**src/pkg/ascsc_pkg.sv**
```systemverilog
// constants and types shared by the serial command and sampling controller
package ascsc_pkg;

  // clock and analog delay timing
  localparam int CLK_PERIOD_NS = 10;
  localparam int CONV_DLY_NS   = 15;
  localparam int CONV_DLY_CYC  =
    (CONV_DLY_NS + CLK_PERIOD_NS - 1) / CLK_PERIOD_NS;
  localparam logic [3:0] CONV_DLY_LAST = 4'(CONV_DLY_CYC - 1);

  // serial word layout
  localparam int WORD_BITS = 16;
  localparam int CMD_BITS  = 4;
  localparam int CFG_BITS  = 12;
  localparam logic [4:0] CMD_LAST_BIT  = 5'h03;
  localparam logic [4:0] WORD_LAST_BIT = 5'h0f;

  // sampling and conversion lengths
  localparam logic [5:0] SAMPLE_SHORT_LEN = 6'h0c;
  localparam logic [5:0] SAMPLE_LONG_LEN  = 6'h2c;
  localparam logic [4:0] CONV_CLKS        = 5'h12;
  localparam logic [1:0] SCLK_DIV_LAST    = 2'h3;

  // power-up default sequence
  localparam logic [1:0] HWDEF_CYCLES = 2'h2;
  localparam logic [15:0] ALL_ONES_WORD = 16'hffff;

  // configuration register
  localparam logic [11:0] CFG_RESET   = 12'h000;
  localparam logic [11:0] CFG_HW_DEF  = 12'h800;
  localparam int CFG_EOC_SEL_BIT      = 10;
  localparam int CFG_SHORT_BIT        = 9;
  localparam int CFG_SCLK_CONV_BIT    = 8;
  localparam int CFG_MODE_LSB         = 5;

  // command codes
  localparam logic [3:0] CMD_CFG_WRITE  = 4'ha;
  localparam logic [3:0] CMD_FIFO_READ  = 4'he;
  localparam logic [3:0] CMD_SOFT_SLEEP = 4'h8;
  localparam logic [3:0] CMD_HW_DEFAULT = 4'hf;
  localparam logic [3:0] CMD_RSVD_B     = 4'hb;

  // synchronised pin vector
  localparam int PIN_CS   = 0;
  localparam int PIN_FS   = 1;
  localparam int PIN_SCLK = 2;
  localparam int PIN_SDI  = 3;
  localparam int PIN_CST  = 4;
  localparam int NPINS    = 5;
  localparam logic [4:0] PIN_IDLE = 5'h17;

  // sequencer phases
  typedef enum logic [2:0] {
    PH_IDLE,
    PH_SAMPLE,
    PH_EXT_SAMPLE,
    PH_DLY,
    PH_CONV,
    PH_TAIL
  } ascsc_phase_t;

endpackage

```
**src/logic/ascsc_buf.sv**
```systemverilog
// small valid/ready buffer for conversion results
`timescale 1ns/1ps
module ascsc_buf #(
  parameter int W     = 16,
  parameter int DEPTH = 2
) (
  // clock and reset
  input  wire logic         clk_i,
  input  wire logic         rstn_i,
  // fill side
  input  wire logic         in_valid_i,
  input  wire logic [W-1:0] in_data_i,
  output logic              in_ready_o,
  // drain side
  output logic              out_valid_o,
  output logic [W-1:0]      out_data_o,
  input  wire logic         out_ready_i
);
  localparam int AW = (DEPTH > 1) ? $clog2(DEPTH) : 1;

  logic [W-1:0] mem_reg [DEPTH];
  logic [AW-1:0] wr_ptr_reg;
  logic [AW-1:0] rd_ptr_reg;
  logic [AW:0]   count_reg;
  logic          push;
  logic          pop;

  // handshakes
  assign in_ready_o  = (count_reg != (AW+1)'(DEPTH));
  assign out_valid_o = (count_reg != '0);
  assign out_data_o  = mem_reg[rd_ptr_reg];
  assign push = in_valid_i & in_ready_o;
  assign pop  = out_valid_o & out_ready_i;

  // storage
  always_ff @(posedge clk_i) begin
    if (push) begin
      mem_reg[wr_ptr_reg] <= in_data_i;
    end
  end

  // pointers and fill level
  always_ff @(posedge clk_i) begin
    if (!rstn_i) begin
      wr_ptr_reg <= '0;
      rd_ptr_reg <= '0;
      count_reg  <= '0;
    end else begin
      if (push) begin
        wr_ptr_reg <= (wr_ptr_reg == AW'(DEPTH-1)) ? '0 : wr_ptr_reg + 1'b1;
      end
      if (pop) begin
        rd_ptr_reg <= (rd_ptr_reg == AW'(DEPTH-1)) ? '0 : rd_ptr_reg + 1'b1;
      end
      if (push && !pop) begin
        count_reg <= count_reg + 1'b1;
      end else if (pop && !push) begin
        count_reg <= count_reg - 1'b1;
      end
    end
  end
endmodule

```
**src/logic/ascsc_ctrl.sv**
```systemverilog
// serial command port and sampling sequencer of the converter
//
// Overview of operation
// - after reset done output is high and input shift register is zero
// - two all-ones frames of 16 clocks load hardware default
// - hardware default loads configuration 800h
// - chip-select fall with frame sync high starts the cycle
// - chip select high: output off, input ignored, clock still paces sampling and serial-clock conversion
// - chip-select fall with frame sync low arms frame-sync rise start
// - msb captured on first falling clock, output msb valid before it
// - later output bits change on rising clock, inputs on falling
// - after 16 bits or chip-select rise, output off, input ignored
// - output word is last result, or fifo head in fifo modes
// - first four clocks carry the command nibble
// - decode select, config write, fifo read, sleep, hardware default
// - config write stores twelve following bits, others discard them
// - clock may pause after eight bits, shifting resumes later
// - trailing output bits valid only for select and fifo read
// - short sampling lasts 12 clocks then converts by itself
// - sampling starts after fourth falling clock for select codes only
// - long sampling lasts 44 clocks
// - extended sampling follows conversion-start low, converts 15 ns later
// - extended mode entered on fall, left after two starts
// - conversion is 18 conversion clocks plus 15 ns
// - end-of-conversion low while converting, interrupt low at end
`timescale 1ns/1ps
module ascsc_ctrl
  import ascsc_pkg::*;
#(
  parameter int OSC_DIV = 4
) (
  // clock and reset
  input  wire logic        clk_i,
  input  wire logic        rstn_i,
  // serial pins
  input  wire logic        cs_n_i,
  input  wire logic        frame_sync_in_i,
  input  wire logic        sclk_i,
  input  wire logic        serial_in_i,
  output logic             serial_out_o,
  output logic             serial_out_oe_o,
  // trigger and done pins
  input  wire logic        conv_start_n_i,
  output logic             done_n_o,
  // conversion engine
  output logic             sampling_o,
  output logic             conv_start_o,
  output logic             conv_busy_o,
  output logic [3:0]       channel_o,
  input  wire logic        result_valid_i,
  input  wire logic [15:0] result_data_i,
  output logic             result_ready_o,
  // result fifo
  input  wire logic [15:0] fifo_head_i,
  output logic             fifo_pop_o,
  // status
  output logic [11:0]      config_reg_o,
  output logic             sleep_o,
  output logic             ext_mode_o,
  output logic             hw_default_o,
  output logic             frame_active_o
);

  logic [NPINS-1:0] pins_meta_reg;
  logic [NPINS-1:0] pins_sync_reg;
  logic [NPINS-1:0] pins_prev_reg;
  logic cs_n;
  logic fs;
  logic serial_in;
  logic cst_n;
  logic cs_fall;
  logic cs_rise;
  logic fs_rise;
  logic sclk_fall;
  logic sclk_rise;
  logic cst_fall;
  logic cst_rise;
  logic start;
  logic arm_fs_reg;
  logic active_reg;
  logic [4:0] bit_cnt_reg;
  logic [15:0] in_shift_reg;
  logic [15:0] out_shift_reg;
  logic [15:0] last_result_reg;
  logic [3:0] cmd_reg;
  logic [3:0] cmd_next;
  logic [15:0] rx_word;
  logic cmd_edge;
  logic word_edge;
  logic is_select;
  logic fifo_mode;
  logic [11:0] config_reg;
  logic [1:0] hwdef_cnt_reg;
  logic hw_default_reg;
  logic sleep_reg;
  logic fifo_pop_reg;
  logic ext_mode_reg;
  logic ext_armed_reg;
  ascsc_phase_t phase_reg;
  logic [5:0] samp_cnt_reg;
  logic [5:0] samp_len;
  logic [4:0] conv_cnt_reg;
  logic [1:0] sclk_div_reg;
  logic [3:0] dly_cnt_reg;
  logic [$clog2(OSC_DIV+1)-1:0] osc_cnt_reg;
  logic osc_en;
  logic conv_tick;
  logic conv_start_reg;
  logic conv_end;
  logic done_n_reg;
  logic buf_valid;
  logic [15:0] buf_data;

  // two-stage synchronisers for every pin
  genvar gi;
  generate
    for (gi = 0; gi < NPINS; gi++) begin : g_sync
      always_ff @(posedge clk_i) begin
        if (!rstn_i) begin
          pins_meta_reg[gi] <= PIN_IDLE[gi];
          pins_sync_reg[gi] <= PIN_IDLE[gi];
          pins_prev_reg[gi] <= PIN_IDLE[gi];
        end else begin
          pins_meta_reg[gi] <= gi == PIN_SCLK ? sclk_i :
                               gi == PIN_CS   ? cs_n_i :
                               gi == PIN_FS   ? frame_sync_in_i :
                               gi == PIN_SDI  ? serial_in_i :
                                                conv_start_n_i;
          pins_sync_reg[gi] <= pins_meta_reg[gi];
          pins_prev_reg[gi] <= pins_sync_reg[gi];
        end
      end
    end
  endgenerate

  // pin levels and edges
  assign cs_n  = pins_sync_reg[PIN_CS];
  assign fs    = pins_sync_reg[PIN_FS];
  assign serial_in   = pins_sync_reg[PIN_SDI];
  assign cst_n = pins_sync_reg[PIN_CST];
  assign cs_fall   = pins_prev_reg[PIN_CS] & ~cs_n;
  assign cs_rise   = ~pins_prev_reg[PIN_CS] & cs_n;
  assign fs_rise   = ~pins_prev_reg[PIN_FS] & fs;
  assign sclk_fall = pins_prev_reg[PIN_SCLK] & ~pins_sync_reg[PIN_SCLK];
  assign sclk_rise = ~pins_prev_reg[PIN_SCLK] & pins_sync_reg[PIN_SCLK];
  assign cst_fall  = pins_prev_reg[PIN_CST] & ~cst_n;
  assign cst_rise  = ~pins_prev_reg[PIN_CST] & cst_n;

  // start on chip-select fall with frame sync high, or on armed frame-sync rise
  assign start = (cs_fall & fs) | (arm_fs_reg & fs_rise & ~cs_n);

  // frame-sync start arming
  always_ff @(posedge clk_i) begin
    if (!rstn_i) begin
      arm_fs_reg <= 1'b0;
    end else if (cs_rise || start) begin
      arm_fs_reg <= 1'b0;
    end else if (cs_fall && !fs) begin
      arm_fs_reg <= 1'b1;
    end
  end

  // word framing events
  assign cmd_edge  = active_reg & sclk_fall & (bit_cnt_reg == CMD_LAST_BIT);
  assign word_edge = active_reg & sclk_fall & (bit_cnt_reg == WORD_LAST_BIT);
  assign cmd_next  = {in_shift_reg[2:0], serial_in};
  assign rx_word   = {in_shift_reg[14:0], serial_in};

  // frame closes at 16 bits or chip-select rise
  always_ff @(posedge clk_i) begin
    if (!rstn_i) begin
      active_reg  <= 1'b0;
      bit_cnt_reg <= '0;
    end else if (start) begin
      active_reg  <= 1'b1;
      bit_cnt_reg <= '0;
    end else if (cs_rise || word_edge) begin
      active_reg <= 1'b0;
    end else if (active_reg && sclk_fall) begin
      // counter simply waits while the clock pauses
      bit_cnt_reg <= bit_cnt_reg + 5'h01;
    end
  end

  // input bits captured on falling clock
  always_ff @(posedge clk_i) begin
    if (!rstn_i) begin
      in_shift_reg <= '0;
    end else if (active_reg && sclk_fall && !cs_n) begin
      in_shift_reg <= rx_word;
    end
  end

  // fifo head in fifo modes, else last result
  assign fifo_mode = config_reg[CFG_MODE_LSB+1:CFG_MODE_LSB] != 2'h0;

  // msb loaded at start, valid before first fall
  // following bits change on rising clock
  always_ff @(posedge clk_i) begin
    if (!rstn_i) begin
      out_shift_reg <= '0;
    end else if (start) begin
      out_shift_reg <= fifo_mode ? fifo_head_i : last_result_reg;
    end else if (active_reg && sclk_rise && bit_cnt_reg != 5'h00) begin
      out_shift_reg <= {out_shift_reg[14:0], 1'b0};
    end
  end

  // output driven only inside an open frame
  // trailing bits meaningful only for select and fifo read
  assign serial_out_o    = out_shift_reg[WORD_BITS-1];
  assign serial_out_oe_o = active_reg;

  // command nibble latched on fourth falling clock
  always_ff @(posedge clk_i) begin
    if (!rstn_i) begin
      cmd_reg <= '0;
    end else if (cmd_edge) begin
      cmd_reg <= cmd_next;
    end
  end

  // select covers every code not otherwise decoded
  assign is_select = (cmd_next != CMD_CFG_WRITE) &&
                     (cmd_next != CMD_FIFO_READ) &&
                     (cmd_next != CMD_SOFT_SLEEP) &&
                     (cmd_next != CMD_HW_DEFAULT);

  // configuration written by a config write or by hardware default
  // two all-ones frames in a row
  always_ff @(posedge clk_i) begin
    if (!rstn_i) begin
      config_reg     <= CFG_RESET;
      hwdef_cnt_reg  <= '0;
      hw_default_reg <= 1'b0;
    end else if (word_edge) begin
      if (rx_word == ALL_ONES_WORD) begin
        if (hwdef_cnt_reg + 2'h1 >= HWDEF_CYCLES || hw_default_reg) begin
          config_reg     <= CFG_HW_DEF;
          hw_default_reg <= 1'b1;
        end
        hwdef_cnt_reg <= hwdef_cnt_reg + 2'h1;
      end else begin
        hwdef_cnt_reg <= '0;
        if (cmd_reg == CMD_CFG_WRITE) begin
          config_reg <= rx_word[CFG_BITS-1:0];
        end
      end
    end else if (cs_rise && active_reg) begin
      hwdef_cnt_reg <= '0;
    end
  end

  // software sleep and fifo read effects
  always_ff @(posedge clk_i) begin
    if (!rstn_i) begin
      sleep_reg    <= 1'b0;
      fifo_pop_reg <= 1'b0;
    end else begin
      fifo_pop_reg <= word_edge & fifo_mode & (cmd_reg == CMD_FIFO_READ);
      if (word_edge && cmd_reg == CMD_SOFT_SLEEP) begin
        sleep_reg <= 1'b1;
      end else if (start) begin
        sleep_reg <= 1'b0;
      end
    end
  end

  // extended mode entry and two-start exit
  always_ff @(posedge clk_i) begin
    if (!rstn_i) begin
      ext_mode_reg  <= 1'b0;
      ext_armed_reg <= 1'b0;
    end else if (cst_fall) begin
      ext_mode_reg  <= 1'b1;
      ext_armed_reg <= 1'b0;
    end else if (start && ext_mode_reg && cst_n) begin
      if (ext_armed_reg) begin
        ext_mode_reg  <= 1'b0;
        ext_armed_reg <= 1'b0;
      end else begin
        ext_armed_reg <= 1'b1;
      end
    end
  end

  assign samp_len = config_reg[CFG_SHORT_BIT] ? SAMPLE_SHORT_LEN
                                              : SAMPLE_LONG_LEN;

  // internal oscillator as an enable pulse
  always_ff @(posedge clk_i) begin
    if (!rstn_i) begin
      osc_cnt_reg <= '0;
    end else if (osc_en) begin
      osc_cnt_reg <= '0;
    end else begin
      osc_cnt_reg <= osc_cnt_reg + 1'b1;
    end
  end
  assign osc_en = osc_cnt_reg == ($clog2(OSC_DIV+1))'(OSC_DIV - 1);

  // conversion clock is oscillator or serial clock over four
  assign conv_tick = config_reg[CFG_SCLK_CONV_BIT]
                     ? (sclk_rise && sclk_div_reg == SCLK_DIV_LAST)
                     : osc_en;
  assign conv_end  = (phase_reg == PH_TAIL) && (dly_cnt_reg == CONV_DLY_LAST);

  // sampling and conversion sequencer
  always_ff @(posedge clk_i) begin
    if (!rstn_i) begin
      phase_reg      <= PH_IDLE;
      samp_cnt_reg   <= '0;
      conv_cnt_reg   <= '0;
      sclk_div_reg   <= '0;
      dly_cnt_reg    <= '0;
      conv_start_reg <= 1'b0;
    end else begin
      conv_start_reg <= 1'b0;
      case (phase_reg)
        PH_IDLE: begin
          if (cst_fall) begin
            phase_reg <= PH_EXT_SAMPLE;
          end else if (cmd_edge && is_select && !ext_mode_reg) begin
            // normal sampling after fourth falling clock
            phase_reg    <= PH_SAMPLE;
            samp_cnt_reg <= '0;
          end
        end
        PH_SAMPLE: begin
          if (sclk_fall) begin
            samp_cnt_reg <= samp_cnt_reg + 6'h01;
            if (samp_cnt_reg == samp_len - 6'h01) begin
              phase_reg      <= PH_CONV;
              conv_cnt_reg   <= '0;
              sclk_div_reg   <= '0;
              conv_start_reg <= 1'b1;
            end
          end
        end
        PH_EXT_SAMPLE: begin
          if (cst_rise) begin
            phase_reg   <= PH_DLY;
            dly_cnt_reg <= '0;
          end
        end
        PH_DLY: begin
          dly_cnt_reg <= dly_cnt_reg + 4'h1;
          if (dly_cnt_reg == CONV_DLY_LAST) begin
            phase_reg      <= PH_CONV;
            conv_cnt_reg   <= '0;
            sclk_div_reg   <= '0;
            conv_start_reg <= 1'b1;
          end
        end
        PH_CONV: begin
          if (sclk_rise) begin
            sclk_div_reg <= sclk_div_reg + 2'h1;
          end
          if (conv_tick) begin
            conv_cnt_reg <= conv_cnt_reg + 5'h01;
            // 18 conversion clocks then 15 ns
            if (conv_cnt_reg == CONV_CLKS - 5'h01) begin
              phase_reg   <= PH_TAIL;
              dly_cnt_reg <= '0;
            end
          end
        end
        PH_TAIL: begin
          dly_cnt_reg <= dly_cnt_reg + 4'h1;
          if (dly_cnt_reg == CONV_DLY_LAST) begin
            phase_reg <= PH_IDLE;
          end
        end
        default: begin
          phase_reg <= PH_IDLE;
        end
      endcase
    end
  end

  // channel taken from the select command
  always_ff @(posedge clk_i) begin
    if (!rstn_i) begin
      channel_o <= '0;
    end else if (cmd_edge && is_select) begin
      channel_o <= cmd_next;
    end
  end

  // low during conversion, or low at end in interrupt use
  always_ff @(posedge clk_i) begin
    if (!rstn_i) begin
      done_n_reg <= 1'b1;
    end else if (config_reg[CFG_EOC_SEL_BIT]) begin
      if (conv_start_reg) begin
        done_n_reg <= 1'b0;
      end else if (conv_end) begin
        done_n_reg <= 1'b1;
      end
    end else if (conv_end) begin
      done_n_reg <= 1'b0;
    end else if (start) begin
      done_n_reg <= 1'b1;
    end
  end

  // results wait in the buffer while a frame shifts out
  ascsc_buf #(
    .W     (WORD_BITS),
    .DEPTH (2)
  ) u_buf (
    .clk_i       (clk_i),
    .rstn_i      (rstn_i),
    .in_valid_i  (result_valid_i),
    .in_data_i   (result_data_i),
    .in_ready_o  (result_ready_o),
    .out_valid_o (buf_valid),
    .out_data_o  (buf_data),
    .out_ready_i (~active_reg)
  );

  // first result after reset is not meaningful to the host
  always_ff @(posedge clk_i) begin
    if (!rstn_i) begin
      last_result_reg <= '0;
    end else if (buf_valid && !active_reg) begin
      last_result_reg <= buf_data;
    end
  end

  // status outputs
  assign done_n_o       = done_n_reg;
  assign sampling_o     = (phase_reg == PH_SAMPLE) ||
                          (phase_reg == PH_EXT_SAMPLE);
  assign conv_start_o   = conv_start_reg;
  assign conv_busy_o    = (phase_reg == PH_CONV) || (phase_reg == PH_TAIL);
  assign fifo_pop_o     = fifo_pop_reg;
  assign config_reg_o   = config_reg;
  assign sleep_o        = sleep_reg;
  assign ext_mode_o     = ext_mode_reg;
  assign hw_default_o   = hw_default_reg;
  assign frame_active_o = active_reg;

endmodule

```
**config.mk**
```make
export PLATFORM = sky130hd
export DESIGN_NAME = ascsc_ctrl
export DESIGN_NICKNAME = d
export VERILOG_FILES = /design/src/pkg/ascsc_pkg.sv /design/src/logic/ascsc_buf.sv /design/src/logic/ascsc_ctrl.sv
export SDC_FILE = /design/constraint.sdc
export NUM_CORES = 1
export LEC_CHECK = 0
export BUFFER_PORTS_ARGS = -buffer_cell sky130_fd_sc_hd__buf_2
export CAP_MARGIN = 10
export CORE_ASPECT_RATIO = 2
export CORE_MARGIN = 3
export CORE_UTILIZATION = 53
export DETAILED_ROUTE_END_ITERATION = 7
export GPL_ROUTABILITY_DRIVEN = 0
export PLACE_DENSITY = 0.81
export SLEW_MARGIN = 20
export SYNTH_ARGS = -nofsm -noshare
export SYNTH_HDL_FRONTEND = slang
export SYNTH_SLANG_ARGS = --single-unit
export TNS_END_PERCENT = 50
```
**constraint.sdc**
```tcl
create_clock -name clk_i -period 1.92 [get_ports clk_i]
set_input_delay 0.096 -clock clk_i [delete_from_list [all_inputs] [get_ports clk_i]]
set_output_delay 0.096 -clock clk_i [all_outputs]
set_load 0.02 [all_outputs]
```
# ---- After elaboration in Yosys (flattened, before gate mapping)
# Memories as Yosys holds them, arrays and structs flattened. A register that Yosys moved wholly into a read port is not among the register bits.
# Index checks and enable logic that the tools add are counted.
dict set report totals {
  regBits 108
  input_bits 40
  ram_bits 32
  memories 1
}
dict set report classes {
  addsub 12
  n_bitwise 28
  order_cmp 1
  n_mux 62
  reduce_logical 62
  n_eq_ne 34
}
# name words word_bits rd rd_ports_with_merged_regs write_ports line_no
set memory_table {}
lappend memory_table {u_buf.mem_reg 2 16 1 1 1 ascsc_buf.sv:21} ;# logic [W-1:0] mem_reg [DEPTH];
# operator count
set op_table {}
lappend op_table {{16-bit 2-to-1 mux} 3}
lappend op_table {{12-bit 2-to-1 mux} 3}
lappend op_table {{3-bit 2-to-1 mux} 9}
lappend op_table {{6-bit 2-to-1 mux} 4}
lappend op_table {{2-bit nonzero test} 11}
lappend op_table {{1-bit 2-to-1 mux} 21}
lappend op_table {{5-bit 2-to-1 mux} 4}
lappend op_table {{2-bit inequality test (second input constant)} 10}
lappend op_table {{1-bit logical AND} 19}
lappend op_table {{2-bit 2-to-1 mux} 9}
lappend op_table {{3-bit one-hot mux with 6 select lines} 1}
lappend op_table {{1-bit bitwise AND} 17}
lappend op_table {{16-bit == test (second input constant)} 1}
lappend op_table {{4-bit inequality test (second input constant)} 4}
lappend op_table {{5-bit one-hot mux with 3 select lines} 1}
lappend op_table {{4-bit == test (second input constant)} 3}
lappend op_table {{4-bit 2-to-1 mux} 3}
lappend op_table {{4-bit one-hot mux with 3 select lines} 1}
lappend op_table {{6-bit one-hot mux with 2 select lines} 1}
lappend op_table {{5-bit by 1-bit adder with 5-bit output (second input constant)} 2}
lappend op_table {{1-bit NOT} 10}
lappend op_table {{5-bit AND reduction} 2}
lappend op_table {{2-bit OR reduction} 5}
lappend op_table {{3-bit by 2-bit == test with 1-bit output (second input constant)} 3}
lappend op_table {{31 further kinds} 52}

# ---- Longest topological paths before layout
# Gate-level depths: netlist of run 1.
dict set report depth {
  depth_word 9
  depth_mapped 9
  mapped_depth_nobuf 8
}

# ---- Hierarchy
# A second synthesis of run 1 with hierarchy kept.
dict set report unflattened {
  hier_cells 705
  hier_area_um2 6825.3
}
# mod n_inst cells_per_inst area_each_um2
set by_module_without_submodules {}
lappend by_module_without_submodules {ascsc_ctrl 1 631 5431.5}
lappend by_module_without_submodules {ascsc_buf 1 74 1393.8}

# ---- Least setup slack after synthesis of run 1
# Ideal clock, no wire load.
dict set report synth_timing {
  kind {register to register}
  startpoint {register active_reg (netlist: frame_active_o)}
  endpoint {register u_buf.count_reg[1]}
  arrival_time_ns 1.987
  period_less_slack_ns 2.058
  setup_time_ns 0.070
  path_stages_with_launch 8
  setup_slack_ns -0.138
  cell_sequence {dfxtp_1 buf_2 nor2_1 clkbuf_1 inv_1 ha_1 or3_1 a21oi_1}
}
dict set report synth_via {
  elab_chain_len 5
  elab_cells_between_ends 7
  cone_classes {mux: 1; bitwise: 2; reduce/logical: 4}
}
# item line_no
set synth_rtl {}
lappend synth_rtl {{start, declared} ascsc_ctrl.sv:80} ;# logic active_reg;
lappend synth_rtl {{start signal, assigned} ascsc_ctrl.sv:172} ;# active_reg <= 1'b0;
lappend synth_rtl {{start signal, assigned} ascsc_ctrl.sv:175} ;# active_reg <= 1'b1;
lappend synth_rtl {{start signal, assigned} ascsc_ctrl.sv:178} ;# active_reg <= 1'b0;
lappend synth_rtl {{1-bit NOT *} ascsc_ctrl.sv:419} ;# .out_ready_i (~active_reg)
lappend synth_rtl {{1-bit bitwise AND *} ascsc_buf.sv:33} ;# assign pop = out_valid_o & out_ready_i;
lappend synth_rtl {{1-bit logical NOT} ascsc_buf.sv:55} ;# if (push && !pop) begin
lappend synth_rtl {{1-bit logical AND} ascsc_buf.sv:55}
lappend synth_rtl {{2-bit 2-to-1 mux or 2-bit nonzero test (tied branches)} -}
lappend synth_rtl {{end signal, assigned} ascsc_buf.sv:56} ;# count_reg <= count_reg + 1'b1;
lappend synth_rtl {{end signal, assigned} ascsc_buf.sv:58} ;# count_reg <= count_reg - 1'b1;
lappend synth_rtl {{end, declared} ascsc_buf.sv:24} ;# logic [AW:0] count_reg;
# Mark *: on every way between the ends. The rest lies on a longest branch, timed or not.
# A chain may end at the register's enable or synchronous reset.

# ---- Final worst setup path of run 1
dict set report layout_timing {
  startpoint {register bit_cnt_reg[0]}
  endpoint {register config_reg[4] (netlist: config_reg_o[4])}
}
dict set report layout_via {
  elab_chain_len 3
}
# item line_no
set layout_rtl {}
lappend layout_rtl {{start, declared} ascsc_ctrl.sv:81} ;# logic [4:0] bit_cnt_reg;
lappend layout_rtl {{start signal, assigned} ascsc_ctrl.sv:181} ;# bit_cnt_reg <= bit_cnt_reg + 5'h01;
lappend layout_rtl {{5-bit by 4-bit == test with 1-bit output} ascsc_ctrl.sv:165} ;# assign word_edge = active_reg & sclk_fall & (bit_cnt_reg == WORD_LAST_BIT);
lappend layout_rtl {{1-bit bitwise AND} ascsc_ctrl.sv:165}
lappend layout_rtl {{3-bit AND reduction (no source line)} -}
lappend layout_rtl {{end signal, assigned} ascsc_ctrl.sv:246} ;# config_reg <= rx_word[CFG_BITS-1:0];
lappend layout_rtl {{end, declared} ascsc_ctrl.sv:92} ;# logic [11:0] config_reg;
# Every way passes these cells.

==> results.md, run 1 <==
## Floorplan
- **Core Region** 12200 µm²
- **number of standard-cell rows in the floorplan** 57
- **starting density of the core** 54.24%
- **die area** 13940 µm²
- **vertical die dimension** 164.0 µm
- **ports placed on the boundary** 68
- **Die Width** 85.00 µm

## Global routing
- **number of antenna violations at the first check in global routing** 0
- **global-route wire length before repair** 24410 µm
- **pin count of the biggest net entering global routing** 61
- **Overall Global Routing Usage** 21.94%
- **total overflow reported by the global router** 0
- **vias in the first global route** 5353

## Worst setup path
- **Max FO, Critical Path** 6
- **Critical Path RT** 2.26 ns
- **data arrival time of the critical path** 2.22 ns
- **critical path capture point type** flop
- **type of the setup path with the least slack** flop to flop
- **startpoint class of the critical path** flop

## Clocking
- **clk sinks** 156
- **largest buffer count on any clock path** 2
- **TritonCTS Buffers** 17
- **Clock Root Buffer** sky130_fd_sc_hd__clkbuf_16
- **clock tree from TritonCTS** yes
- **clock latency on the worst-skew pair** 0.43 ns
- **clock-pin transition on the worst setup and hold timing paths** 0.07 ns
- **total number of H-tree levels** 4

## Synth
- **number of distinct library cells after synthesis** 64
- **Yosys Warn Count** 0
- **FF+latch count, synth** 156
- **async set-or-reset flop fraction in the synthesized netlist** 0%
- **Post-synth EDFFs** 32
- **dominant register cell in the synthesized netlist** sky130_fd_sc_hd__dfxtp_1
- **mapped cell area** 6615 µm²
- **sequential-to-total area share from yosys stat** 52.05%
- **mean instance size in the synthesized netlist** 9.643 µm²
- **instance count of the mapped netlist** 686
- **syn nets** 738

## Timing
- **endpoints failing hold** 0
- **Max-Slew Margin vs Limit** 57.19%
- **setup violation total in the final timing report** 0
- **Final TNS setup** 0 ns
- **worst hold slack** 0.05681 ns
- **slew at the pin closest to its max-slew limit** 0.6398 ns
- **number of max-slew violations in the final report** 0
- **period utilisation layout** 97.92%
- **final critical-path required period** 1.880 ns
- **RSZ-0062 raised after global routing** true
- **maximum frequency from static timing analysis** 531.9 MHz
- **Setup Skew** 0.01215 ns

## Run
- **max-cap violations** 0

## Finish
- **number of inserted diodes** 0
- **commonest non-fill, non-tap cells in the layout** sky130_fd_sc_hd__dfxtp_1 (122), sky130_fd_sc_hd__nand2_1 (101), sky130_fd_sc_hd__nor2_1 (77)
- **number of standard cells in the final layout excluding fillers** 950
- **area delta synth->final** 24.13%
- **most frequent standard cell in the layout excluding fill and tap cells** sky130_fd_sc_hd__dfxtp_1
- **Filler Cell Count** 865
- **flip-flop count of the largest register, all copies and words added** 32
- **# nets final** 842
- **post-layout instance area** 8212 µm²
- **layout cell share with drive strength beyond 1** 21.42%

## Detailed routing
- **detailed router's first-iteration violation count** 349
- **via count normalized by instance count** 5.700
- **number of detailed-route iterations in the first pass** 8
- **Wirelength per Cell** 16.18 µm
- **remaining antenna violation count after routing** 0
- **number of DRC violations after detailed routing** 0
- **vias post-DR** 5415
- **aggregate routed wire length** 15370 µm

## Place
- **Post-Place Cell Area** 7208 µm²
- **detailed-placement wirelength estimate** 10230 µm
- **Placed Cells** 888
- **buffers added on ports** 67

## Power and ir drop
- **pwr/cell area** 1025 nW/µm²
- **Worst IR Drop VDD** 0.7926 mV
- **overall power after layout** 8.415 mW
- **leakage power** 3.271 nW

## Status
- **outcome** finished, final reports clean

## Hold path
- **type of the tightest min-delay check** input pin to flop

-- metal layers --
metal | vias to the layer above | share of wire (%) | GRT usage (%)
li1 | 2606 | - | -
met1 | 2589 | 35 | 21.91
met2 | 181 | 58 | 42.35
met3 | 39 | 4.3 | 4.066
met4 | 0 | 3.0 | 10.30
met5 | - | 0 | 0
-- repair_timing --
item | CTS | global route
setup endpoints to repair | 4 | 19
cloned | 1 | 2
buffers inserted | 3 | 3
hold buffers | 21 | 0
resized for setup | 7 | 13
endpoints found under the hold margin | 37 | 0
pin swaps | 4 | 4
-- synthesized netlist by cell type (2+ instances only) --
master | n | area [µm²]
sky130_fd_sc_hd__a2111oi_0 | 2 | 17.52
sky130_fd_sc_hd__a211oi_1 | 17 | 127.6
sky130_fd_sc_hd__a21o_1 | 2 | 15.01
sky130_fd_sc_hd__a21oi_1 | 43 | 215.2
sky130_fd_sc_hd__a21oi_2 | 2 | 17.52
sky130_fd_sc_hd__a311o_1 | 14 | 140.1
sky130_fd_sc_hd__a31oi_1 | 5 | 31.28
sky130_fd_sc_hd__and2_1 | 4 | 25.02
sky130_fd_sc_hd__and3_1 | 4 | 25.02
sky130_fd_sc_hd__buf_2 | 7 | 35.03
sky130_fd_sc_hd__buf_4 | 4 | 30.03
sky130_fd_sc_hd__clkbuf_1 | 26 | 97.59
sky130_fd_sc_hd__dfxtp_1 | 124 | 2482
sky130_fd_sc_hd__edfxtp_1 | 32 | 960.9
sky130_fd_sc_hd__ha_1 | 12 | 150.1
sky130_fd_sc_hd__inv_1 | 17 | 63.81
sky130_fd_sc_hd__mux2_2 | 3 | 33.78
sky130_fd_sc_hd__mux2i_1 | 37 | 370.4
sky130_fd_sc_hd__nand2_1 | 102 | 382.9
sky130_fd_sc_hd__nand2b_1 | 24 | 150.1
sky130_fd_sc_hd__nand3_1 | 8 | 40.04
sky130_fd_sc_hd__nand3b_1 | 4 | 30.03
sky130_fd_sc_hd__nand4_1 | 6 | 37.54
sky130_fd_sc_hd__nand4_2 | 2 | 25.02
sky130_fd_sc_hd__nand4b_1 | 4 | 35.03
sky130_fd_sc_hd__nor2_1 | 78 | 292.8
sky130_fd_sc_hd__nor2b_1 | 8 | 50.05
sky130_fd_sc_hd__nor3_1 | 7 | 35.03
sky130_fd_sc_hd__nor3_2 | 3 | 30.03
sky130_fd_sc_hd__nor3b_1 | 3 | 22.52
sky130_fd_sc_hd__o211ai_1 | 3 | 22.52
sky130_fd_sc_hd__o21ai_0 | 29 | 145.1
sky130_fd_sc_hd__o22ai_1 | 2 | 12.51
sky130_fd_sc_hd__o31ai_1 | 2 | 15.01
sky130_fd_sc_hd__or2_2 | 2 | 12.51
sky130_fd_sc_hd__or3b_1 | 3 | 26.28
sky130_fd_sc_hd__xnor2_1 | 4 | 35.03
sky130_fd_sc_hd__xor2_1 | 11 | 96.34
-- critical path, cell delays in order (launching register included) --
cell and delay, ns:
sky130_fd_sc_hd__dfxtp_2 0.34, sky130_fd_sc_hd__ha_4 0.15, sky130_fd_sc_hd__and3_4 0.17, sky130_fd_sc_hd__ha_4 0.15, sky130_fd_sc_hd__and4b_2 0.24, sky130_fd_sc_hd__and2_4 0.15, sky130_fd_sc_hd__a22oi_4 0.23, sky130_fd_sc_hd__buf_12 0.16
sky130_fd_sc_hd__mux2i_1 0.20
-- power breakdown --
group / switching, mW / internal, mW
Sequential: 0.182 / 3.69
Clock: 1.42 / 1.84
Combinational: 0.744 / 0.538
-- stage by stage --
| step | util [%] | setup WS (ns) |
|---|---|---|
| 2_1_floorplan | - | 0.0007082 |
| 3_3_place_gp | 59.11 | 0.09392 |
| 3_5_place_dp | 59.11 | -0.02868 |
| 4_1_cts | 66.23 | 0.002624 |
| 5_1_grt | 67.33 | -0.05411 |
| 6_report | 67.33 | 0.04002 |
-- area by class of cell --
class | instances | area (µm²) | area share [%]
sequential | 156 | 3446 | 41.96
clock inverter | 14 | 156.4 | 1.905
multi-input combinational | 474 | 3018 | 36.75
tap | 147 | 183.9 | 2.240
inverter | 18 | 67.56 | 0.8228
clock buffer | 18 | 429.2 | 5.226
timing repair buffer | 123 | 910.9 | 11.09
-- kinds of logic (layout without fill, tap and decap cells) --
logic type | count (synthesis) | in the layout | synth area share (%)
multiplexers | 41 | 41 | 6.280
XOR/XNOR | 15 | 15 | 1.986
buffers and inverters | 56 | 173 | 3.650
AO/OA/AOI/OAI | 131 | 131 | 13.30
AND/OR/NAND/NOR | 275 | 275 | 20.47
flip-flops | 156 | 156 | 52.05
adder cells (fa/ha/maj) | 12 | 12 | 2.270
-- final timing paths --
check             slack, ns  depth (start not counted)        startpoint          endpoint
setup reg to reg       0.04                          8    bit_cnt_reg[0]   config_reg_o[4]
hold reg to reg        0.40                          1  pins_meta_reg[4]             cst_n
setup / recovery       0.04                          8    bit_cnt_reg[0]   config_reg_o[4]
hold / removal         0.06                          4    fifo_head_i[0]  out_shift_reg[0]
(Power assumes the default switching activity.)
==> inputs of run 2 (changes only) <==
CORE_UTILIZATION = 63   (was 53)
PLACE_DENSITY = 0.89   (was 0.81)
clock period = 2.44 ns   (was 1.92 ns; I/O delays follow)
==> run 2 against run 1 <==
Compared with the run above:
- setup slack gained 0.19 ns
- fmax fell by 15%
- worst hold slack better by 0.056 ns
- clock-buffer cell count decreased by 1
- power down 23%
- non-clock buffer count shrank 24
- clock skew grew 0.0040 ns
- largest power group unchanged
- design area fell by 5.1%
- routed wire length down 2.6%
- flip-flop and latch count unchanged
- die area fell by 15%
==> results.md, run 2 (synthesis gave the netlist of run 1 again) <==
## Power and ir drop
- **pwr/cell area** 831.4 nW/µm², -19%
- **leakage power** 3.088 nW, -5.6%
- **Worst IR Drop VDD** 0.7990 mV, +0.81%

## Global routing
- **number of antenna violations at the first check in global routing** 0, unchanged
- **pin count of the biggest net entering global routing** 60, -1.6%
- **Overall Global Routing Usage** 26.47%, +4.5 points
- **total overflow reported by the global router** 0, unchanged
- **global-route wire length before repair** 24350 µm, -0.25%
- **vias in the first global route** 5352, -0.019%

## Finish
- **most frequent standard cell in the layout excluding fill and tap cells** sky130_fd_sc_hd__dfxtp_1
- **post-layout instance area** 7791 µm², -5.1%
- **flip-flop count of the largest register, all copies and words added** 32, unchanged
- **# nets final** 818, -2.9%
- **area delta synth->final** 17.78%
- **number of inserted diodes** 0, unchanged
- **layout cell share with drive strength beyond 1** 17.59%, -3.8 points
- **commonest non-fill, non-tap cells in the layout** sky130_fd_sc_hd__dfxtp_1 (124), sky130_fd_sc_hd__nand2_1 (102), sky130_fd_sc_hd__nor2_1 (77)

## Timing
- **final critical-path required period** 2.208 ns, +0.3285 ns
- **Max-Slew Margin vs Limit** 51.71%, -5.5 points
- **maximum frequency from static timing analysis** 452.8 MHz, -15%
- **RSZ-0062 raised after global routing** false
- **number of max-slew violations in the final report** 0, unchanged
- **endpoints failing hold** 0, unchanged
- **slew at the pin closest to its max-slew limit** 0.7217 ns, +0.08191 ns
- **Setup Skew** 0.01618 ns, +0.004035 ns
- **period utilisation layout** 90.51%, -7.4 points
- **Final TNS setup** 0 ns, unchanged
- **setup violation total in the final timing report** 0, unchanged

## Worst setup path
- **most used cell along the critical path** sky130_fd_sc_hd__ha_1
- **type of the setup path with the least slack** flop to flop
- **Critical Path RT** 2.80 ns, +0.54 ns
- **data arrival time of the critical path** 2.57 ns, +0.35 ns
- **critical path capture point type** flop
- **Max FO, Critical Path** 12, +6
- **worst path cell trace** ha_1 > and3_1 > ha_1 > and4b_1 > and2_4 > a22oi_4 > mux2i_1
- **maximum cell stage delay along the critical path** 0.47 ns, +0.13 ns
- **startpoint class of the critical path** flop
- **slowest stage cell, crit path** sky130_fd_sc_hd__a22oi_4

## Hold path
- **type of the tightest min-delay check** input pin to flop

## Clocking
- **TritonCTS Buffers** 17, unchanged
- **count of buffers added by post-CTS timing repair for setup** 0, -3
- **largest buffer count on any clock path** 2, unchanged
- **Clock Root Buffer** sky130_fd_sc_hd__clkbuf_16
- **clock latency on the worst-skew pair** 0.43 ns, about the same
- **clk sinks** 156, unchanged
- **total number of H-tree levels** 4, unchanged
- **clock-pin transition on the worst setup and hold timing paths** 0.07 ns, about the same
- **number of gates given a new drive strength after cts** 0, -7
- **clock tree from TritonCTS** yes
- **CTS hold repair buffers** 21, unchanged

## Floorplan
- **vertical die dimension** 150.9 µm, -8.0%
- **number of standard-cell rows in the floorplan** 52, -8.8%
- **Die Width** 78.46 µm, -7.7%
- **Core Region** 10210 µm², -16%
- **starting density of the core** 64.76%, +11 points
- **die area** 11840 µm², -15%
- **ports placed on the boundary** 68, unchanged

## Detailed routing
- **vias post-DR** 5349, -1.2%
- **Wirelength per Cell** 16.38 µm, +1.2%
- **via count normalized by instance count** 5.852, +2.7%
- **aggregate routed wire length** 14970 µm, -2.6%
- **detailed router's first-iteration violation count** 328, -6.0%
- **number of DRC violations after detailed routing** 0, unchanged
- **remaining antenna violation count after routing** 0, unchanged
- **number of detailed-route iterations in the first pass** 5, -3

## Place
- **Post-Place Cell Area** 7030 µm², -2.5%
- **detailed-placement wirelength estimate** 9894 µm, -3.3%
- **buffers added on ports** 67, unchanged

## Run
- **max-cap violations** 0, unchanged

## Status
- **outcome** finished, final reports clean

run 2: cell count changes in the layout (fill, tap and decap cells not counted), moves of 3 or more:
| cell | delta |
|---|---|
| sky130_fd_sc_hd__buf_4 | -17 |
| sky130_fd_sc_hd__clkbuf_16 | -3 |
| sky130_fd_sc_hd__ha_1 | +3 |
| sky130_fd_sc_hd__inv_6 | +5 |
| sky130_fd_sc_hd__buf_12 | -4 |
| sky130_fd_sc_hd__clkinvlp_4 | +3 |
| sky130_fd_sc_hd__inv_8 | -3 |
run 2: final timing paths:
check,start,end,slack [ns],cells after the start
max,bit_cnt_reg[0],config_reg_o[7],0.23,7
max reg2reg,bit_cnt_reg[0],config_reg_o[7],0.23,7
min reg2reg,pins_meta_reg[4],cst_n,0.41,1
min,fifo_head_i[0],out_shift_reg[0],0.11,4
run 2: power breakdown:
group / internal [mW] / total (mW) / switching, mW
Combinational: 0.389 / 0.958 / 0.568
Sequential: 2.91 / 3.08 / 0.167
Clock: 1.33 / 2.44 / 1.12
run 2: metrics by stage:
step | util, % | power [mW] | hold WS, ns | setup WS [ns] | instances
6_report | 76.27 | 6.477 | 0.1128 | 0.2316 | 914
5_1_grt | 76.27 | 6.751 | 0.1431 | 0.09746 | 914
4_1_cts | 76.27 | 6.490 | 0.09167 | 0.2184 | 914
3_5_place_dp | 68.83 | 4.029 | 0.3074 | 0.2501 | 861
3_3_place_gp | 68.83 | 3.967 | 0.3011 | 0.3615 | 861
2_1_floorplan | - | 3.796 | 0.2209 | 0.3821 | 686
run 2: routing by layer:
metal	up-vias	part of all wire (%)	global-route usage, %
met2	178	57	50.43
met5	-	0	0
met1	2554	35	25.73
li1	2560	-	-
met3	57	4.3	4.643
met4	0	3.9	16.46
run 2: layout make-up:
type / instances / area (µm²)
inverters: 18 / 67.56
multi-input cells: 474 / 2933
well taps: 135 / 168.9
clock inverters: 15 / 125.1
fillers: 687 / 2424
repair buffers: 99 / 628.1
clock buffers: 17 / 425.4
flip-flops and latches: 156 / 3443
run 2: critical path: cells and delay by family, from the launching register on:
family | cells | cell delay [ns]
AOI/OAI and AO/OA | 1 | 0.47
adders and majority gates | 2 | 0.44
DFF | 1 | 0.34
muxes | 1 | 0.26
and+or+nand+nor | 3 | 0.62
==> inputs of run 3 (changes only) <==
REMOVE_ABC_BUFFERS = 1   (was not set)
==> run 3 against run 2 <==
Compared with the run above:
- die area stayed put
- register-to-register slack worse by 0.04 ns
- setup slack worse by 0.040 ns
- clock-buffer cell count is 4 higher
- critical path type unchanged
- routed wire length is 5.9% higher
- sequential power hardly changed
- clock skew is 0.0054 ns lower
- fmax is 1.8% lower
- critical path depth is 1 higher
- clock power hardly changed
- core utilization is 0.28 points higher
==> results.md, run 3 (synthesis gave the netlist of run 1 again) <==
## Status
- **outcome** finished, final reports clean

## Worst setup path
- **reg-to-reg startpoint** bit_cnt_reg[0]
- **delay-heaviest family, CP** simple AND/OR/NAND/NOR gates
- **number of cells traversed by the worst register-to-register path** 8, +1
- **startpoint class of the critical path** flop
- **data arrival time of the critical path** 2.59 ns, +0.02 ns
- **buffer and inverter count on the worst path** 0, unchanged
- **r2r setup slk** 0.19 ns, -0.04 ns
- **most used cell along the critical path** sky130_fd_sc_hd__ha_1
- **destination of the worst register-to-register timing path** config_reg_o[4]
- **Critical Path RT** 2.78 ns, -0.02 ns
- **critical path capture point type** flop
- **Max FO, Critical Path** 12, unchanged
- **type of the setup path with the least slack** flop to flop
- **maximum cell stage delay along the critical path** 0.46 ns, about the same
- **worst path cell trace** ha_1 > and3_1 > ha_1 > and4b_1 > nand3_1 > nor2_1 > a22oi_4 > mux2i_1
- **slowest stage cell, crit path** sky130_fd_sc_hd__a22oi_4

## Global routing
- **number of antenna violations at the first check in global routing** 0, unchanged
- **global-route wire length before repair** 25900 µm, +6.4%
- **pin count of the biggest net entering global routing** 47, -22%
- **vias in the first global route** 5604, +4.7%
- **total overflow reported by the global router** 0, unchanged
- **Overall Global Routing Usage** 28.15%, +1.7 points

## Floorplan
- **number of standard-cell rows in the floorplan** 52, unchanged
- **vertical die dimension** 150.9 µm, unchanged
- **die area** 11840 µm², unchanged
- **Die Width** 78.46 µm, unchanged
- **Core Region** 10210 µm², unchanged
- **starting density of the core** 64.76%, unchanged
- **ports placed on the boundary** 68, unchanged

## Clocking
- **clock latency on the worst-skew pair** 0.42 ns, about the same
- **largest buffer count on any clock path** 2, unchanged
- **Clock Root Buffer** sky130_fd_sc_hd__clkbuf_16
- **clock tree from TritonCTS** yes
- **clock-pin transition on the worst setup and hold timing paths** 0.06 ns, about the same
- **TritonCTS Buffers** 17, unchanged
- **total number of H-tree levels** 4, unchanged
- **clk sinks** 156, unchanged
- **number of gates given a new drive strength after cts** 0, unchanged

## Timing
- **number of max-slew violations in the final report** 0, unchanged
- **period utilisation layout** 92.16%, +1.6 points
- **setup violation total in the final timing report** 0, unchanged
- **Final TNS setup** 0 ns, unchanged
- **Max-Slew Margin vs Limit** 54.85%, +3.1 points
- **slew at the pin closest to its max-slew limit** 0.6748 ns, -0.04687 ns
- **worst hold slack** 0.1102 ns, -0.002654 ns
- **endpoints failing hold** 0, unchanged
- **final critical-path required period** 2.249 ns, +0.04018 ns
- **worst setup margin** 0.1914 ns, -0.04018 ns
- **RSZ-0062 raised after global routing** false
- **maximum frequency from static timing analysis** 444.7 MHz, -1.8%
- **Setup Skew** 0.01081 ns, -0.005369 ns

## Power and ir drop
- **Worst IR Drop VDD** 0.5727 mV, -28%
- **leakage power** 3.120 nW, +1.1%
- **pwr/cell area** 835.6 nW/µm², +0.51%

## Finish
- **layout cell share with drive strength beyond 1** 17.67%, +0.083 points
- **most frequent standard cell in the layout excluding fill and tap cells** sky130_fd_sc_hd__dfxtp_1
- **number of inserted diodes** 0, unchanged
- **flip-flop count of the largest register, all copies and words added** 32, unchanged
- **commonest non-fill, non-tap cells in the layout** sky130_fd_sc_hd__dfxtp_1 (124), sky130_fd_sc_hd__nand2_1 (102), sky130_fd_sc_hd__nor2_1 (77)
- **area delta synth->final** 18.21%
- **# nets final** 820, +0.24%

## Place
- **setup slack after placement** 0.1854 ns, -0.06469 ns
- **buffers added on ports** 67, unchanged
- **detailed-placement wirelength estimate** 10440 µm, +5.5%

## Detailed routing
- **vias post-DR** 5450, +1.9%
- **remaining antenna violation count after routing** 0, unchanged
- **aggregate routed wire length** 15860 µm, +5.9%
- **Wirelength per Cell** 17.31 µm, +5.7%
- **detailed router's first-iteration violation count** 308, -6.1%
- **via count normalized by instance count** 5.950, +1.7%
- **number of DRC violations after detailed routing** 0, unchanged
- **number of detailed-route iterations in the first pass** 5, unchanged

## Hold path
- **origin of the worst min-delay path** result_valid_i
- **type of the tightest min-delay check** input pin to flop
- **Hold Path Stages** 4, unchanged
- **Worst Hold End** u_buf.wr_ptr_reg

## Run
- **max-cap violations** 0, unchanged

-- run 3: worst max-delay path by stage --
stage	start	end	cells after the start
floorplan	frame_active_o	u_buf.count_reg[1]	5
global placement	bit_cnt_reg[0]	config_reg_o[5]	7
detailed placement	bit_cnt_reg[0]	config_reg_o[3]	8
CTS	bit_cnt_reg[0]	config_reg_o[4]	8
global route	bit_cnt_reg[0]	config_reg_o[4]	8
finish	bit_cnt_reg[0]	config_reg_o[4]	8
-- run 3: metal layers --
layer,vias to the layer above,GRT usage (%),share of wire [%]
met3,55,6.845,5.4
met1,2615,27.99,36
li1,2567,-,-
met5,-,0,0
met2,213,52.88,54
met4,0,14.89,4.1
-- run 3: report_power, final --
group | switching (mW) | internal (mW) | leakage (nW)
registers | 0.185 | 2.91 | 1.31
logic | 0.578 | 0.393 | 1.53
clock network | 1.04 | 1.43 | 0.284
-- run 3: area by class of cell --
cell class,count,area (µm²)
multi-input cells,474,2933
repair buffers,101,643.1
clock inverters,11,82.58
flip-flops and latches,156,3443
well taps,135,168.9
clock buffers,21,481.7
fillers,648,2395
inverters,18,67.56
-- run 3: repair_timing --
item,in CTS,in global routing
endpoints found under the hold margin,37,0
hold buffers,21,0
buffers inserted,0,0
-- run 3: worst min-delay path: cells and delay by family --
family	cells	cell delay [ns]
and+or+nand+nor	2	0.18
buffers and inverters	1	0.10
xor gates and xnor gates	1	0.08
-- run 3: per-stage QoR --
stage | instance area [µm²] | utilization [%] | total power [mW] | cells
final | 7820 | 76.56 | 6.534 | 916
after global placement | 7046 | 68.97 | 3.989 | 863
after detailed placement | 7046 | 68.97 | 4.062 | 863
after floorplan | 6441 | - | 3.756 | 648
after CTS | 7820 | 76.56 | 6.537 | 916
after global routing | 7820 | 76.56 | 6.812 | 916
